## src/include/light_sensor_defs.vh

```
// constants shared by the light sensor readout design files
`ifndef LIGHT_SENSOR_DEFS_VH
`define LIGHT_SENSOR_DEFS_VH

// ----------------------------------------------------------------
// serial link
// ----------------------------------------------------------------
`define SLV_ADDR        7'h44
`define BIT_CNT_W       4
`define BIT_CNT_ZERO    4'h0
`define BIT_CNT_ONE     4'h1
`define BIT_CNT_BYTE    4'h8

// ----------------------------------------------------------------
// register pointers and reset values
// ----------------------------------------------------------------
`define PTR_CTRL        8'h00
`define PTR_RESULT      8'h01
`define CTRL_RST        8'h00
`define RESULT_RST      16'h0000
`define BYTE_ZERO       8'h00

// ----------------------------------------------------------------
// conversion_control fields
// ----------------------------------------------------------------
`define CTRL_EN_BIT     7
`define CTRL_CONT_BIT   6
`define CTRL_IR_BIT     5
`define CTRL_RES_MSB    3
`define CTRL_RES_LSB    2
`define CTRL_RANGE_MSB  1
`define CTRL_RANGE_LSB  0

// ----------------------------------------------------------------
// resolution select: integration periods (2^n)
// ----------------------------------------------------------------
`define RES_16          2'b00
`define RES_12          2'b01
`define RES_8           2'b10
`define RES_4           2'b11
`define PERIODS_16      17'h10000
`define PERIODS_12      17'h01000
`define PERIODS_8       17'h00100
`define PERIODS_4       17'h00010
`define PERIOD_ONE      17'h00001
`define PERIOD_ZERO     17'h00000

// ----------------------------------------------------------------
// range select: photodetector pulses per count (sensitivity)
// ----------------------------------------------------------------
`define RANGE_1000      2'b00
`define RANGE_4000      2'b01
`define RANGE_16000     2'b10
`define RANGE_64000     2'b11
`define PRE_MASK_1000   6'h00
`define PRE_MASK_4000   6'h03
`define PRE_MASK_16000  6'h0f
`define PRE_MASK_64000  6'h3f
`define PRE_ZERO        6'h00
`define PRE_ONE         6'h01
`define COUNT_ZERO      16'h0000
`define COUNT_ONE       16'h0001

// ----------------------------------------------------------------
// internal oscillator: one tick every OSC_DIV+1 clock cycles
// ----------------------------------------------------------------
`define OSC_DIV         4'h9
`define OSC_ZERO        4'h0
`define OSC_ONE         4'h1

`endif

```

## src/hw/light_integrator.v

```verilog
// integration counter of the light converter, timed by the internal oscillator
`timescale 1ns/1ps
`default_nettype none
`include "light_sensor_defs.vh"

module light_integrator (
    input  wire        i_clk,      // system clock
    input  wire        i_rst_n,    // synchronous reset, active low
    input  wire        i_tick,     // internal oscillator period pulse
    input  wire        i_enable,   // converter running
    input  wire        i_restart,  // start a fresh integration
    input  wire        i_pulse,    // one photodetector event
    input  wire [1:0]  i_res_sel,  // resolution select
    input  wire [1:0]  i_range,    // full_scale_range select
    output reg         o_done,     // one-cycle pulse, result ready
    output reg  [15:0] o_count     // last completed result
);

    // ----------------------------------------------------------------
    // decode helpers
    // ----------------------------------------------------------------
    // number of oscillator periods in one integration
    function [16:0] period_limit;
        input [1:0] sel;
        begin
            case (sel)
                `RES_16: period_limit = `PERIODS_16;
                `RES_12: period_limit = `PERIODS_12;
                `RES_8:  period_limit = `PERIODS_8;
                default: period_limit = `PERIODS_4;
            endcase
        end
    endfunction

    // prescale mask: larger range means fewer counts per event
    function [5:0] pre_mask;
        input [1:0] rng;
        begin
            case (rng)
                `RANGE_1000:  pre_mask = `PRE_MASK_1000;
                `RANGE_4000:  pre_mask = `PRE_MASK_4000;
                `RANGE_16000: pre_mask = `PRE_MASK_16000;
                default:      pre_mask = `PRE_MASK_64000;
            endcase
        end
    endfunction

    reg  [16:0] per_q;     // elapsed oscillator periods
    reg  [5:0]  pre_q;     // event prescaler
    reg  [15:0] cnt_q;     // running count
    wire [16:0] limit;     // periods in this integration
    wire [16:0] max_cnt;   // largest count, 2^n - 1
    wire        hit;       // event that advances the count

    assign limit   = period_limit(i_res_sel);
    assign max_cnt = limit - `PERIOD_ONE;
    assign hit     = i_pulse && ((pre_q & pre_mask(i_range)) == pre_mask(i_range));

    // ----------------------------------------------------------------
    // integration: 2^n periods, count saturates at 2^n - 1
    // ----------------------------------------------------------------
    always @(posedge i_clk) begin
        if (!i_rst_n) begin
            per_q   <= `PERIOD_ZERO;
            pre_q   <= `PRE_ZERO;
            cnt_q   <= `COUNT_ZERO;
            o_done  <= 1'b0;
            o_count <= `COUNT_ZERO;
        end else begin
            o_done <= 1'b0;
            if (!i_enable || i_restart) begin
                // halted or restarted: drop partial work, keep o_count
                per_q <= `PERIOD_ZERO;
                pre_q <= `PRE_ZERO;
                cnt_q <= `COUNT_ZERO;
            end else begin
                if (i_pulse) begin
                    pre_q <= pre_q + `PRE_ONE;
                end
                if (hit && ({1'b0, cnt_q} < max_cnt)) begin
                    cnt_q <= cnt_q + `COUNT_ONE;
                end
                if (i_tick) begin
                    if (per_q == max_cnt) begin
                        // last period: publish and start over
                        o_done  <= 1'b1;
                        o_count <= cnt_q;
                        per_q   <= `PERIOD_ZERO;
                        pre_q   <= `PRE_ZERO;
                        cnt_q   <= `COUNT_ZERO;
                    end else begin
                        per_q <= per_q + `PERIOD_ONE;
                    end
                end
            end
        end
    end

endmodule
`default_nettype wire

```

## src/hw/light_sensor_top.v

```verilog
// light sensor: two-wire slave, conversion_control and conversion_result
`timescale 1ns/1ps
`default_nettype none
`include "light_sensor_defs.vh"

module light_sensor_top (
    input  wire i_clk,        // system clock, 100 MHz
    input  wire i_rst_n,      // synchronous reset, active low
    input  wire i_scl,        // serial clock pin
    input  wire i_sda,        // serial data pin, level on the wire
    input  wire i_vis_light,  // visible photodetector event train
    input  wire i_ir_light,   // infrared photodetector event train
    output reg  o_sda_out,    // serial data drive value, always low
    output reg  o_sda_oe_n,   // low while pulling the data line low
    output reg  o_converting  // converter running
);

    // ----------------------------------------------------------------
    // link states
    // ----------------------------------------------------------------
    localparam [3:0] ST_IDLE  = 4'h0; // waiting for a start
    localparam [3:0] ST_ADDR  = 4'h1; // receiving address byte
    localparam [3:0] ST_AACK  = 4'h2; // acknowledging address
    localparam [3:0] ST_PTR   = 4'h3; // receiving pointer byte
    localparam [3:0] ST_PACK  = 4'h4; // acknowledging pointer
    localparam [3:0] ST_WDAT  = 4'h5; // receiving data byte
    localparam [3:0] ST_WACK  = 4'h6; // acknowledging data
    localparam [3:0] ST_RDAT  = 4'h7; // sending data byte
    localparam [3:0] ST_RACK  = 4'h8; // sampling master acknowledge

    // ----------------------------------------------------------------
    // pin synchronisers
    // ----------------------------------------------------------------
    reg [1:0] scl_sync_q;  // scl two-flop chain
    reg [1:0] sda_sync_q;  // sda two-flop chain
    reg [1:0] vis_sync_q;  // visible events two-flop chain
    reg [1:0] ir_sync_q;   // infrared events two-flop chain
    reg       scl_prev_q;  // scl one cycle later
    reg       sda_prev_q;  // sda one cycle later
    reg       vis_prev_q;  // visible one cycle later
    reg       ir_prev_q;   // infrared one cycle later

    // only stage 1 reads stage 0; all logic reads stage 1 and later
    always @(posedge i_clk) begin
        if (!i_rst_n) begin
            scl_sync_q <= 2'b11;
            sda_sync_q <= 2'b11;
            vis_sync_q <= 2'b00;
            ir_sync_q  <= 2'b00;
            scl_prev_q <= 1'b1;
            sda_prev_q <= 1'b1;
            vis_prev_q <= 1'b0;
            ir_prev_q  <= 1'b0;
        end else begin
            scl_sync_q <= {scl_sync_q[0], i_scl};
            sda_sync_q <= {sda_sync_q[0], i_sda};
            vis_sync_q <= {vis_sync_q[0], i_vis_light};
            ir_sync_q  <= {ir_sync_q[0], i_ir_light};
            scl_prev_q <= scl_sync_q[1];
            sda_prev_q <= sda_sync_q[1];
            vis_prev_q <= vis_sync_q[1];
            ir_prev_q  <= ir_sync_q[1];
        end
    end

    wire scl     = scl_sync_q[1];             // settled scl
    wire sda     = sda_sync_q[1];             // settled sda
    wire scl_ris = scl && !scl_prev_q;        // scl rising edge
    wire scl_fal = !scl && scl_prev_q;        // scl falling edge
    wire start   = scl && scl_prev_q && !sda && sda_prev_q; // start or repeated start
    wire stop    = scl && scl_prev_q && sda && !sda_prev_q; // stop
    wire vis_evt = vis_sync_q[1] && !vis_prev_q; // visible event
    wire ir_evt  = ir_sync_q[1] && !ir_prev_q;   // infrared event

    // ----------------------------------------------------------------
    // registers and link state
    // ----------------------------------------------------------------
    reg  [7:0]             ctrl_q;     // conversion_control
    reg  [15:0]            result_q;   // conversion_result
    reg  [15:0]            snap_q;     // result frozen for one read
    reg  [7:0]             ptr_q;      // register pointer
    reg  [3:0]             state_q;    // link state
    reg  [`BIT_CNT_W-1:0]  bit_q;      // bits taken in current byte
    reg  [7:0]             rx_q;       // receive shifter
    reg  [7:0]             tx_q;       // transmit shifter
    reg                    hi_q;       // next read byte is upper half
    reg                    nack_q;     // master did not acknowledge
    reg                    wr_pulse_q; // control written this cycle
    reg                    active_q;   // converter running
    wire                   conv_done;  // integration finished
    wire [15:0]            conv_count; // integration result
    wire [7:0]             first_byte; // first byte of a read
    wire [7:0]             next_byte;  // following byte of a read

    // byte returned for a read at pointer p, half h
    function [7:0] read_byte;
        input [7:0]  p;
        input        h;
        input [7:0]  c;
        input [15:0] r;
        begin
            if (p == `PTR_CTRL) begin
                read_byte = c;
            end else if (p == `PTR_RESULT) begin
                read_byte = h ? r[15:8] : r[7:0];
            end else begin
                read_byte = `BYTE_ZERO;
            end
        end
    endfunction

    assign first_byte = read_byte(ptr_q, 1'b0, ctrl_q, result_q);
    assign next_byte  = read_byte(ptr_q, hi_q, ctrl_q, snap_q);

    // ----------------------------------------------------------------
    // two-wire slave: sample on scl rise, change sda on scl fall
    // ----------------------------------------------------------------
    always @(posedge i_clk) begin
        if (!i_rst_n) begin
            state_q    <= ST_IDLE;
            bit_q      <= `BIT_CNT_ZERO;
            rx_q       <= `BYTE_ZERO;
            tx_q       <= `BYTE_ZERO;
            ptr_q      <= `PTR_CTRL;
            ctrl_q     <= `CTRL_RST;
            snap_q     <= `RESULT_RST;
            hi_q       <= 1'b0;
            nack_q     <= 1'b0;
            wr_pulse_q <= 1'b0;
            o_sda_out  <= 1'b0;
            o_sda_oe_n <= 1'b1;
        end else begin
            wr_pulse_q <= 1'b0;
            o_sda_out  <= 1'b0;
            if (start) begin
                // new transaction or repeated start
                state_q    <= ST_ADDR;
                bit_q      <= `BIT_CNT_ZERO;
                o_sda_oe_n <= 1'b1;
            end else if (stop) begin
                state_q    <= ST_IDLE;
                o_sda_oe_n <= 1'b1;
            end else if (scl_ris) begin
                // sample data on rising clock
                if (state_q == ST_RACK) begin
                    nack_q <= sda;
                end else if (state_q == ST_RDAT) begin
                    bit_q <= bit_q + `BIT_CNT_ONE;
                end else if (state_q == ST_ADDR || state_q == ST_PTR || state_q == ST_WDAT) begin
                    rx_q  <= {rx_q[6:0], sda};
                    bit_q <= bit_q + `BIT_CNT_ONE;
                end
            end else if (scl_fal) begin
                case (state_q)
                    ST_ADDR: begin
                        if (bit_q == `BIT_CNT_BYTE) begin
                            if (rx_q[7:1] == `SLV_ADDR) begin
                                // own address either direction: acknowledge
                                o_sda_oe_n <= 1'b0;
                                state_q    <= ST_AACK;
                            end else begin
                                state_q <= ST_IDLE;
                            end
                        end
                    end
                    ST_AACK: begin
                        bit_q <= `BIT_CNT_ZERO;
                        if (rx_q[0]) begin
                            // read: freeze result and drive first bit
                            snap_q     <= result_q;
                            hi_q       <= 1'b1;
                            tx_q       <= first_byte;
                            o_sda_oe_n <= first_byte[7];
                            state_q    <= ST_RDAT;
                        end else begin
                            o_sda_oe_n <= 1'b1;
                            state_q    <= ST_PTR;
                        end
                    end
                    ST_PTR: begin
                        if (bit_q == `BIT_CNT_BYTE) begin
                            ptr_q <= rx_q;
                            if (rx_q == `PTR_CTRL || rx_q == `PTR_RESULT) begin
                                o_sda_oe_n <= 1'b0;
                                state_q    <= ST_PACK;
                            end else begin
                                state_q <= ST_IDLE;
                            end
                        end
                    end
                    ST_PACK, ST_WACK: begin
                        o_sda_oe_n <= 1'b1;
                        bit_q      <= `BIT_CNT_ZERO;
                        state_q    <= ST_WDAT;
                    end
                    ST_WDAT: begin
                        if (bit_q == `BIT_CNT_BYTE) begin
                            if (ptr_q == `PTR_CTRL) begin
                                // data byte after pointer 0x00
                                ctrl_q     <= rx_q;
                                wr_pulse_q <= 1'b1;
                                o_sda_oe_n <= 1'b0;
                                state_q    <= ST_WACK;
                            end else begin
                                // result is read only: refuse
                                state_q <= ST_IDLE;
                            end
                        end
                    end
                    ST_RDAT: begin
                        if (bit_q == `BIT_CNT_BYTE) begin
                            o_sda_oe_n <= 1'b1;
                            state_q    <= ST_RACK;
                        end else begin
                            // next bit, most significant first
                            o_sda_oe_n <= tx_q[6];
                            tx_q       <= {tx_q[6:0], 1'b0};
                        end
                    end
                    ST_RACK: begin
                        bit_q <= `BIT_CNT_ZERO;
                        if (nack_q) begin
                            state_q <= ST_IDLE;
                        end else begin
                            // upper byte follows the lower byte
                            hi_q       <= !hi_q;
                            tx_q       <= next_byte;
                            o_sda_oe_n <= next_byte[7];
                            state_q    <= ST_RDAT;
                        end
                    end
                    default: begin
                        o_sda_oe_n <= 1'b1;
                    end
                endcase
            end
        end
    end

    // ----------------------------------------------------------------
    // internal oscillator divider
    // ----------------------------------------------------------------
    reg [3:0] osc_q;   // divider count
    reg       tick_q;  // one-cycle oscillator period pulse

    always @(posedge i_clk) begin
        if (!i_rst_n) begin
            osc_q  <= `OSC_ZERO;
            tick_q <= 1'b0;
        end else if (osc_q == `OSC_DIV) begin
            osc_q  <= `OSC_ZERO;
            tick_q <= 1'b1;
        end else begin
            osc_q  <= osc_q + `OSC_ONE;
            tick_q <= 1'b0;
        end
    end

    // ----------------------------------------------------------------
    // conversion control
    // ----------------------------------------------------------------
    always @(posedge i_clk) begin
        if (!i_rst_n) begin
            active_q     <= 1'b0;
            result_q     <= `RESULT_RST;
            o_converting <= 1'b0;
        end else begin
            if (conv_done) begin
                // conv_done is captured even in a command write cycle; a write on the last tick restarts the integration and drops its count
                result_q <= conv_count;
            end
            if (wr_pulse_q) begin
                // new command: run only when enable bit set
                active_q <= ctrl_q[`CTRL_EN_BIT];
            end else if (conv_done && !ctrl_q[`CTRL_CONT_BIT]) begin
                // one-shot: stop, keep result readable
                active_q <= 1'b0;
            end
            o_converting <= active_q;
        end
    end

    // ----------------------------------------------------------------
    // converter
    // ----------------------------------------------------------------
    light_integrator u_integrator (
        .i_clk     (i_clk),
        .i_rst_n   (i_rst_n),
        .i_tick    (tick_q),
        .i_enable  (active_q),
        .i_restart (wr_pulse_q),
        .i_pulse   (ctrl_q[`CTRL_IR_BIT] ? ir_evt : vis_evt),
        .i_res_sel (ctrl_q[`CTRL_RES_MSB:`CTRL_RES_LSB]),
        .i_range   (ctrl_q[`CTRL_RANGE_MSB:`CTRL_RANGE_LSB]),
        .o_done    (conv_done),
        .o_count   (conv_count)
    );

endmodule
`default_nettype wire

```

## config.mk

```make
export PLATFORM = sky130hd
export DESIGN_NAME = light_sensor_top
export DESIGN_NICKNAME = d
export VERILOG_FILES = /design/src/hw/light_integrator.v /design/src/hw/light_sensor_top.v
export VERILOG_INCLUDE_DIRS = /design/src /design/src/include
export SDC_FILE = /design/constraint.sdc
export NUM_CORES = 1
export LEC_CHECK = 0
export ABC_AREA = 1
export BUFFER_PORTS_ARGS = -buffer_cell sky130_fd_sc_hd__buf_2
export CAP_MARGIN = 20
export CORE_MARGIN = 2
export CORE_UTILIZATION = 45
export CTS_BUF_LIST = sky130_fd_sc_hd__clkbuf_4
export CTS_CLUSTER_DIAMETER = 120
export CTS_CLUSTER_SIZE = 28
export DETAILED_ROUTE_END_ITERATION = 16
export PLACE_DENSITY_LB_ADDON = 0.12
export SLEW_MARGIN = 20
export SYNTH_ARGS = -nofsm -noshare
export SYNTH_HDL_FRONTEND = slang
export SYNTH_SLANG_ARGS = --single-unit
```

## constraint.sdc

```tcl
create_clock -name i_clk -period 2.3 [get_ports i_clk]
set_clock_uncertainty 0.1 [all_clocks]
set_input_delay 0.23 -clock i_clk [delete_from_list [all_inputs] [get_ports i_clk]]
set_output_delay 0.23 -clock i_clk [all_outputs]
set_load 0.02 [all_outputs]
```

==> results.cfg, run 1 <==
[synthesis]
synth.cell_area_sq_mm = 0.007068
synth_largest_area_cell = sky130_fd_sc_hd__dfxtp_1
post_synth.cell_area_avg_sq_um = 7.111
synth_fp_nets = 1019
synth-edff-count = 0
yosys_most_used_dff = sky130_fd_sc_hd__dfxtp_1
post-synth-top-area-fraction_pct = 42.49
synthesis.instances = 994
synth_top_cells_by_area = sky130_fd_sc_hd__dfxtp_1 42%, sky130_fd_sc_hd__nor2_1 9.0%, sky130_fd_sc_hd__nand2_1 7.6%, sky130_fd_sc_hd__o21ai_0 6.8%, sky130_fd_sc_hd__a21oi_1 6.3%
yosys_warnings = 0
synthArstFlopShare_pct = 0
synth.distinct_cells = 40
ys_seq_elements = 150
yosysSeqAreaShare_pct = 42.49

[clock_network]
clock_insertion_delay_worst_skew_ns = 0.55
cts_tree = built
tritoncts.num_buffers = 17
clk_pin_slew_ns = 0.12
htree_levels = 4
clock-sinks = 150
cts_buffer_depth = 2
cts_root_buf = sky130_fd_sc_hd__clkbuf_4

[hold_path]
hold_path.startpoint = i_ir_light
hold_class = input port to register

[sta]
holdWs_ns = 0.3038
final-setup-viol-count = 0
timing.final.crit_share_pct = 92.22
report.final.slew_viol_count = 0
timing.final.hold_violations = 0
slew_headroom_pct = 36.58
max_freq_mhz = 471.4
tns_ns = 0
finalCriticalPeriod_ns = 2.121
worst-slew-pin-transition_ns = 0.9450

[placement]
post-dp-hpwl_microns = 11700
gp_congestion = 0.8714
placement.io_buffers = 7
place_area_sq_mm = 0.007438

[flow_run]
timing.max_cap.violations = 0

[route]
route.antenna.remaining_nets = 0
detail_route.iter0.violations = 411
route.vias.total = 6165
routedWlPerCell_microns = 12.98
drt-total-wl_microns = 16200
viasPerCell = 4.940
drt_pass1_iterations = 5
remaining_drc_errors = 0

[critical_path]
timing_worst_setup_path_type = register to register
startpoint_type = register
worst_setup_path_endpoint = u_integrator.cnt_q[15]
crit_chain = inv_1 > nand2_1 > ha_1 > nand3_1 > nor3_1 > nand3_1 > nor2_2 > nor2_4 > buf_4 > nand4_1 > nand2_1 > nand2_1 > nor2_1
worstSetupPathDepth = 13
critPathArrivalTime_ns = 2.46
timing.rr.end = u_integrator.cnt_q[15]
setup.worst_path.start = ctrl_q[2]
critical_path_s_slowest_cell = sky130_fd_sc_hd__dfxtp_1
timing.critical_path.required_ns = 2.64
critPathMaxStageDelay_ns = 0.36
cp_common_cell = sky130_fd_sc_hd__nand2_1
reg2reg_depth = 13
setup.worst_path.end_class = register
path_delay_family = simple AND/OR/NAND/NOR gates
slack_of_the_worst_reg_to_reg_path_ns = 0.18
cp_max_fo = 4
r2r_start = ctrl_q[2]
critical_path.n_buffers_inverters = 2

[die]
floorplan.die_area_sq_mm = 0.01673
rows = 45
boundaryPins = 9
core_region_area_sq_mm = 0.01526
die_x_microns = 129.3
initial_utilization_pct = 46.32
die_height_microns = 129.3

[final_layout]
nets = 1047
final_area_sq_mm = 0.007833
layout-drive-gt1-share_pct = 9.662
layout-area-overhead-vs-synth_pct = 10.82
final.fill_count = 1539

[pwr]
power_switching_share_pct = 22.83
power_report.internal_total_w = 0.003531
combPwrFrac_pct = 3.2
total_switching_power_w = 0.001045
clockPowerShare_pct = 39.3
p_leak_nw = 3.331
power.ir.vdd_worst_v = 0.0003728
seq_power_share_pct = 57.4
power.density_cell_area_mw_per_mm2 = 584.2

[grt]
grt_usage_pct = 20.38
grt_start_max_net_pins = 44
antenna_found_initial = 1
grt-ovfl-total = 0
grt_first_pass_wirelength_microns = 26970
vias_in_the_first_global_route = 5595

[status]
status = completed
## area by class of cell
class                           count  area [sq um]  area share, %
Antenna cell                        2         5.005        0.06390
Clock buffer                       18         135.1          1.725
Clock inverter                     14         183.9          2.348
Inverter                          120         451.7          5.767
Multi-Input combinational cell    684          3427          43.75
Sequential cell                   150          3003          38.34
Tap cell                          211         264.0          3.371
Timing Repair Buffer               49         362.8          4.633
## power by group through the flow
stage / Combinational, W / Clock [W] / Sequential (W)
after global placement: 0.000142 / 0 / 0.00268
after detailed placement: 0.000142 / 0 / 0.00269
after global routing: 0.000169 / 0.00198 / 0.00263
final: 0.000149 / 0.00180 / 0.00263
after CTS: 0.000149 / 0.00186 / 0.00263
after floorplan: 0.000103 / 0 / 0.00268
## synthesized netlist by cell type (5+ instances only)
master / number
sky130_fd_sc_hd__nor2_2: 6
sky130_fd_sc_hd__nor3b_1: 5
sky130_fd_sc_hd__xnor2_1: 5
sky130_fd_sc_hd__o21ai_0: 96
sky130_fd_sc_hd__buf_2: 15
sky130_fd_sc_hd__nor2_1: 170
sky130_fd_sc_hd__xor2_1: 18
sky130_fd_sc_hd__inv_1: 115
sky130_fd_sc_hd__a21oi_1: 89
sky130_fd_sc_hd__or2_2: 5
sky130_fd_sc_hd__nand2_1: 144
sky130_fd_sc_hd__o21ai_1: 5
sky130_fd_sc_hd__dfxtp_1: 150
sky130_fd_sc_hd__nand4_1: 29
sky130_fd_sc_hd__clkbuf_1: 20
sky130_fd_sc_hd__nand3_1: 48
sky130_fd_sc_hd__ha_1: 19
sky130_fd_sc_hd__nor3_1: 18
## sequential cells by signal, summed over array words and instances (netlist names), 2 cells and up
name and cells:
bit_q 4, rx_q 8, ir_sync_q 2, state_q 4, u_integrator.o_count 16, vis_sync_q 2
u_integrator.cnt_q 16, osc_q 4, u_integrator.per_q 17, snap_q 16, ptr_q 8, tx_q 7
ctrl_q 8, result_q 16, scl_sync_q 2, u_integrator.pre_q 6, sda_sync_q 2
## repair_timing
item                                    4_1_cts  5_1_grt
endpoints found under the setup margin        1       21
setup buffers                                 0        2
pin swaps                                     1        1
cloned                                        0        0
hold endpoints to repair                      6        0
gates resized for setup                       0        1
hold buffers                                  5        0
## worst min path at each step
stage                         end  cells past startpoint  slack [ns]
detailed placement  sda_sync_q[1]                      1        0.30
global route        scl_sync_q[0]                      3        0.25
global placement    scl_sync_q[1]                      1        0.29
finish               ir_sync_q[0]                      4        0.30
floorplan            ir_sync_q[0]                      2        0.23
CTS                  ir_sync_q[0]                      4        0.26
## cell families (layout without fill, tap and decap cells)
| group | count (synthesis) | count (layout) | synth area share (%) |
|---|---|---|---|
| AOI/OAI and AO/OA | 204 | 204 | 14.99 |
| xor gates and xnor gates | 23 | 23 | 2.850 |
| adders and majority gates | 19 | 19 | 3.363 |
| buffers and inverters | 160 | 201 | 9.099 |
| DFF | 150 | 150 | 42.49 |
| other | 1 | 3 | 0.05306 |
| and+or+nand+nor | 437 | 437 | 27.16 |
## metrics by stage
stage / util (%) / setup WS (ns) / power [W] / cells
2_1_floorplan: - / 0.3446 / 0.002786 / 994
3_3_place_gp: 48.75 / 0.06672 / 0.002827 / 1207
3_5_place_dp: 48.75 / 0.02381 / 0.002827 / 1207
4_1_cts: 51.17 / 0.02113 / 0.004639 / 1244
5_1_grt: 51.32 / -0.0007037 / 0.004781 / 1247
6_report: 51.33 / 0.1789 / 0.004576 / 1248
## placed cells by master, fill, tap and decap left out, drive strengths merged, types with 4 or more instances in the layout
| cell type | n |
|---|---|
| clkinv | 8 |
| clkinvlp | 4 |
| buf | 44 |
| clkbuf | 18 |
| dlygate4sd3 | 5 |
| dfxtp | 150 |
| a21oi | 89 |
| or2 | 5 |
| xnor2 | 5 |
| nor3 | 21 |
| ha | 19 |
| nor3b | 5 |
| nand4 | 29 |
| inv | 118 |
| bufinv | 4 |
| o21ai | 101 |
| nand3 | 52 |
| xor2 | 18 |
| nand2 | 147 |
| nor2 | 177 |
## layer usage
layer	routed length (microns)	part of all wire, %	global-route usage (%)
met5	0	0	0
met4	206	1.3	6.586
met3	568	3.5	3.840
met2	6922	43	30.00
met1	8500	52	30.03
## worst register-to-register path, stage by stage (launching register included)
cell,delay [ns]
sky130_fd_sc_hd__dfxtp_1,0.36
sky130_fd_sc_hd__inv_1,0.13
sky130_fd_sc_hd__nand2_1,0.12
sky130_fd_sc_hd__ha_1,0.31
sky130_fd_sc_hd__nand3_1,0.09
sky130_fd_sc_hd__nor3_1,0.24
sky130_fd_sc_hd__nand3_1,0.13
sky130_fd_sc_hd__nor2_2,0.14
sky130_fd_sc_hd__nor2_4,0.06
sky130_fd_sc_hd__buf_4,0.13
sky130_fd_sc_hd__nand4_1,0.08
sky130_fd_sc_hd__nand2_1,0.06
sky130_fd_sc_hd__nand2_1,0.05
sky130_fd_sc_hd__nor2_1,0.04
(Power assumes the default switching activity.)
==> run 2, diff against run 1 <==
Settings changed: REMOVE_ABC_BUFFERS set to 1.
==> run 2 against run 1 <==
  * Critical path depth decreased by 3
  * Worst hold slack worse by 0.0089 ns
  * Register-to-register slack better by 0.02 ns
  * Power shrank 1.4%
  * Critical endpoint is now u_integrator.cnt_q[9]
==> results.cfg, run 2 (synthesis results as in run 1) <==
[status]
status = completed

[sta]
finalCriticalPeriod_ns = 2.103
timing.final.crit_share_pct = 91.41
worst-slew-pin-transition_ns = 0.5835
max_freq_mhz = 475.6
post-route-worst-setup-slack_ns = 0.1975
tns_ns = 0
holdWs_ns = 0.2949
rsz_0062_raised_after_global_routing = no
timing.final.hold_violations = 0
final-setup-viol-count = 0
slew_headroom_pct = 61.05
report.final.slew_viol_count = 0

[die]
die_height_microns = 129.3
core_region_area_sq_mm = 0.01526
initial_utilization_pct = 46.32
boundaryPins = 9
die_x_microns = 129.3
rows = 45
floorplan.die_area_sq_mm = 0.01673

[critical_path]
slack_of_the_worst_reg_to_reg_path_ns = 0.20
startpoint_type = register
cp_max_fo = 15
timing.critical_path.required_ns = 2.68
timing_worst_setup_path_type = register to register
setup.worst_path.end_class = register
critPathArrivalTime_ns = 2.48

[final_layout]
final_cells = 1246
final_cell_mix = 170 x sky130_fd_sc_hd__nor2_1, 150 x sky130_fd_sc_hd__dfxtp_1, 144 x sky130_fd_sc_hd__nand2_1, 114 x sky130_fd_sc_hd__inv_1, 96 x sky130_fd_sc_hd__o21ai_0
nets = 1046
layout_commonest_cell = sky130_fd_sc_hd__nor2_1
largest_register_ff_count = 17
regMostFlops = u_integrator.per_q
multi_input_area_sq_mm = 0.003427
area.sequential_sq_mm = 0.003003
final.fill_count = 1564
layout-drive-gt1-share_pct = 9.961
layout-area-overhead-vs-synth_pct = 10.39

[placement]
post-place-ws_ns = 0.1170
gp_congestion = 0.8625
placement.io_buffers = 7
post-dp-hpwl_microns = 11600
number_of_cells_after_detailed_placement = 1207

[pwr]
power.ir.vdd_worst_v = 0.0003909
power.density_cell_area_mw_per_mm2 = 578.4
p_leak_nw = 3.332

[clock_network]
cts_root_buf = sky130_fd_sc_hd__clkbuf_4
clk_pin_slew_ns = 0.14
cts_buffer_depth = 2
cts_tree = built
clock_insertion_delay_worst_skew_ns = 0.55
tritoncts.num_buffers = 17
htree_levels = 4
clock-sinks = 150

[grt]
grt_usage_pct = 20.31
grt_first_pass_wirelength_microns = 26940
grt_start_max_net_pins = 43
grt-ovfl-total = 0
vias_in_the_first_global_route = 5551
antenna_found_initial = 1

[route]
detail_route.iter0.violations = 422
viasPerCell = 4.969
routedWlPerCell_microns = 12.95
drt-total-wl_microns = 16140
route.vias.total = 6191
route.antenna.remaining_nets = 0
drt_pass1_iterations = 5
remaining_drc_errors = 0

[hold_path]
hold_class = input port to register

[flow_run]
timing.max_cap.violations = 0
-- run 2: report_power, final --
| part | internal (W) | switching [W] |
|---|---|---|
| Sequential | 0.00261 | 0.0000124 |
| Clock | 0.000775 | 0.000967 |
| Combinational | 0.0000506 | 0.0000933 |
-- run 2: routing by layer --
layer  vias up  wire length [microns]  track usage (%)
met5         -                      0                0
li1       3291                      -                -
met1      2814                   8584            29.61
met3         9                    458            3.716
met2        77                   6970            30.65
met4         0                    124            5.946
-- run 2: layout make-up --
class / instances / area share, %
inverters: 120 / 5.789
clock buffers: 19 / 1.828
clock inverters: 13 / 2.004
flip-flops and latches: 150 / 38.49
multi-input cells: 684 / 43.92
diodes: 1 / 0.03207
well taps: 211 / 3.384
repair buffers: 48 / 4.554
-- run 2: timing repair --
action                                  4_1_cts  5_1_grt
endpoints found under the setup margin        0       16
setup buffers                                 0        1
hold buffers                                  5        0
endpoints found under the hold margin         8        0
resized for setup                             0        2
-- run 2: worst max-delay path, cell delays in order, from the launching register on --
cell	delay [ns]
sky130_fd_sc_hd__dfxtp_1	0.37
sky130_fd_sc_hd__inv_2	0.09
sky130_fd_sc_hd__nand2_1	0.10
sky130_fd_sc_hd__ha_1	0.31
sky130_fd_sc_hd__nand3_1	0.11
sky130_fd_sc_hd__nor3_2	0.21
sky130_fd_sc_hd__buf_4	0.14
sky130_fd_sc_hd__nand2_2	0.15
sky130_fd_sc_hd__nand3_4	0.23
sky130_fd_sc_hd__nand2_1	0.07
sky130_fd_sc_hd__a21oi_1	0.15
-- run 2: path summary, 6_finish.rpt --
check,from,end,cells past startpoint
setup / recovery,ctrl_q[2],u_integrator.cnt_q[9],10
hold / removal,i_vis_light,vis_sync_q[0],4
hold reg to reg,scl_sync_q[0],scl_sync_q[1],1
setup reg to reg,ctrl_q[2],u_integrator.cnt_q[9],10
-- run 2: stage by stage --
stage               power (W)  area, sq um  util [%]
finish               0.004513         7802     51.14
global route         0.004699         7802     51.14
CTS                  0.004573         7787     51.04
detailed placement   0.002823         7438     48.75
global placement     0.002823         7438     48.75
floorplan            0.002768         6877         -
==> run 3, diff against run 2 <==
Settings changed: ABC_AREA 1 to unset.
==> run 3 against run 2 <==
  * Maximum frequency shrank 13%
  * Critical path type unchanged
  * Critical endpoint is now u_integrator.cnt_q[12]
  * First-iteration DRC count shrank 24%
  * The flow now finishes with violations (negative setup slack)
  * Sequential share of layout area shrank 0.99 points
  * Power shrank 4.9%
  * Clock-buffer cell count is the same
  * Setup slack lost 0.32 ns
==> results.cfg, run 3 <==
[sta]
post-route-worst-setup-slack_ns = -0.1263
slew_headroom_pct = 63.87
rsz_0062_raised_after_global_routing = yes
final-setup-viol-count = 10
holdWs_ns = 0.06274
tns_ns = -0.9296
report.final.slew_viol_count = 0
timing.final.crit_share_pct = 105.5
max_freq_mhz = 412.1
worst-slew-pin-transition_ns = 0.5387
timing.final.hold_violations = 0
finalCriticalPeriod_ns = 2.426

[route]
routedWlPerCell_microns = 15.53
routedLengthMet1_microns = 7247
detail_route.iter0.violations = 319
met2_length_microns = 7980
viasPerCell = 5.364
route.antenna.remaining_nets = 0
met3_wirelength_from_detailed_routing_microns = 372
route.vias.total = 5482
highest_routing_layer_actually_used = met4
drt-total-wl_microns = 15870
drt_pass1_iterations = 4
remaining_drc_errors = 0

[placement]
gp_congestion = 0.8626
number_of_cells_after_detailed_placement = 974
post-dp-hpwl_microns = 11190
placement.io_buffers = 7

[pwr]
power.ir.vdd_worst_v = 0.0002928
power_switching_share_pct = 22.76
seq_power_share_pct = 61.1
power.density_cell_area_mw_per_mm2 = 532.6
power_report.internal_total_w = 0.003313
total_switching_power_w = 0.0009765
clockPowerShare_pct = 35.8
p_leak_nw = 2.836
combPwrFrac_pct = 3.2
total_power_w = 0.004290

[synthesis]
synth_top_cells_by_area = sky130_fd_sc_hd__dfxtp_1 44%, sky130_fd_sc_hd__mux2i_1 11%, sky130_fd_sc_hd__nor2b_1 5.6%, sky130_fd_sc_hd__nand2_1 4.2%, sky130_fd_sc_hd__nor2_1 3.9%
yosysSeqAreaShare_pct = 43.54
post-synth-top-area-fraction_pct = 43.54
post_synth.cell_area_avg_sq_um = 9.015
synthesis.instances = 765
yosys_most_used_dff = sky130_fd_sc_hd__dfxtp_1
synth.distinct_cells = 59
synth-edff-count = 0
yosys_warnings = 0
post-synth-top-count-cell = sky130_fd_sc_hd__dfxtp_1
synth.cell_area_sq_mm = 0.006897
synthArstFlopShare_pct = 0
ys_seq_elements = 150
synth_largest_area_cell = sky130_fd_sc_hd__dfxtp_1
synth.cells.most_frequent = 150 x sky130_fd_sc_hd__dfxtp_1, 78 x sky130_fd_sc_hd__nand2_1, 75 x sky130_fd_sc_hd__mux2i_1, 71 x sky130_fd_sc_hd__nor2_1, 62 x sky130_fd_sc_hd__nor2b_1

[grt]
vias_in_the_first_global_route = 5296
grt_start_max_net_pins = 38
antenna_found_initial = 1
grt_usage_pct = 19.64
grt_first_pass_wirelength_microns = 25610
grt-ovfl-total = 0

[final_layout]
layout-area-overhead-vs-synth_pct = 16.80
nets = 846
final_cells = 1022
fin_util_pct = 53.38
final.fill_count = 1403
regMostFlops = u_integrator.per_q
layout-drive-gt1-share_pct = 17.41
final_cell_mix = 142 x sky130_fd_sc_hd__dfxtp_1, 78 x sky130_fd_sc_hd__nand2_1, 73 x sky130_fd_sc_hd__mux2i_1, 70 x sky130_fd_sc_hd__nor2_1, 62 x sky130_fd_sc_hd__nor2b_1
largest_register_ff_count = 17
layout_commonest_cell = sky130_fd_sc_hd__dfxtp_1

[critical_path]
reg2reg_depth = 9
critical_path_s_slowest_cell = sky130_fd_sc_hd__or4_4
startpoint_type = register
timing_worst_setup_path_type = register to register
timing.critical_path.required_ns = 2.67
cp_common_cell = sky130_fd_sc_hd__a21oi_2
crit_chain = or2_4 > ha_4 > a21o_1 > a21oi_2 > and4_1 > nand3_2 > buf_6 > or4_4 > a21oi_2
critPathMaxStageDelay_ns = 0.52
slack_of_the_worst_reg_to_reg_path_ns = -0.13
setup.worst_path.end_class = register
timing.rr.end = u_integrator.cnt_q[12]
r2r_start = ctrl_q[2]
cp_max_fo = 5
critPathArrivalTime_ns = 2.80

[clock_network]
tritoncts.num_buffers = 17
clock-sinks = 150
clk_pin_slew_ns = 0.12
cts_tree = built
clock_insertion_delay_worst_skew_ns = 0.54
cts_root_buf = sky130_fd_sc_hd__clkbuf_4
htree_levels = 4
cts_buffer_depth = 2

[status]
failing_checks = negative setup slack
status = finished with violations

[hold_path]
worst_hold_path.num_cells = 3
hold_path.startpoint = i_rst_n
hold_class = input port to register
hold_path_end = state_q[0]

[die]
floorplan.die_area_sq_mm = 0.01633
initial_utilization_pct = 45.70
die_height_microns = 127.8
die_x_microns = 127.8
boundaryPins = 9
rows = 45
core_region_area_sq_mm = 0.01509

[flow_run]
timing.max_cap.violations = 0
[run 3: timing repair]
item / CTS / global route
hold buffers: 4 / 0
pin swaps: 8 / 8
setup buffers: 1 / 7
cloned: 2 / 2
resized for setup: 14 / 33
endpoints found under the setup margin: 14 / 41
endpoints found under the hold margin: 4 / 0
[run 3: cell families (layout without fill, tap and decap cells)]
logic type | Yosys count | in the layout | synth area share, %
AOI/OAI and AO/OA | 109 | 109 | 10.61
buffers and inverters | 55 | 123 | 3.157
DFF | 150 | 150 | 43.54
other | 1 | 2 | 0.05437
xor gates and xnor gates | 25 | 25 | 3.175
and+or+nand+nor | 331 | 331 | 25.13
muxes | 75 | 75 | 10.89
adders and majority gates | 19 | 19 | 3.447
[run 3: how the worst max path moves through the flow]
stage,start,to,slack (ns),cells after the start
floorplan,u_integrator.per_q[12],u_integrator.o_count[0],-1.16,6
global placement,ctrl_q[2],u_integrator.cnt_q[10],-0.19,9
detailed placement,ctrl_q[2],u_integrator.cnt_q[12],-0.27,9
CTS,ctrl_q[2],u_integrator.cnt_q[13],-0.12,9
global route,ctrl_q[2],u_integrator.cnt_q[15],-0.20,9
finish,ctrl_q[2],u_integrator.cnt_q[12],-0.13,9
[run 3: metrics by stage]
step / instance area, sq um / setup WS [ns]
after floorplan: 6735 / -1.158
after global placement: 7453 / -0.1856
after detailed placement: 7453 / -0.2717
after CTS: 7835 / -0.1209
after global routing: 8055 / -0.2016
final: 8055 / -0.1263
[run 3: power groups by stage]
stage	combinational [W]	clock [W]	sequential, W
floorplan	0.0000652	0	0.00268
global placement	0.000121	0	0.00268
detailed placement	0.000124	0	0.00268
CTS	0.000135	0.00159	0.00262
global route	0.000149	0.00171	0.00262
finish	0.000136	0.00153	0.00262
[run 3: worst max-delay path: cells and delay by family, from the launching register on]
family,cells,cell delay [ns]
simple gates,4,1.14
fa+ha+maj,1,0.22
buf+inv,1,0.16
compound gates,3,0.41
flops,1,0.35
[run 3: layout make-up]
class | count | area, sq um | area share, %
sequential | 150 | 3020 | 37.50
multi-input combinational | 560 | 3830 | 47.55
clock buffer | 19 | 142.6 | 1.771
clock inverter | 12 | 112.6 | 1.398
timing repair buffer | 77 | 655.6 | 8.139
antenna | 1 | 2.502 | 0.03107
tap | 188 | 235.2 | 2.920
inverter | 15 | 56.30 | 0.6990
[run 3: routing by layer]
metal | up-vias | track usage [%]
met1 | 2635 | 24.18
met5 | - | 0
met4 | 0 | 7.240
met2 | 52 | 33.94
met3 | 19 | 4.090
li1 | 2776 | -
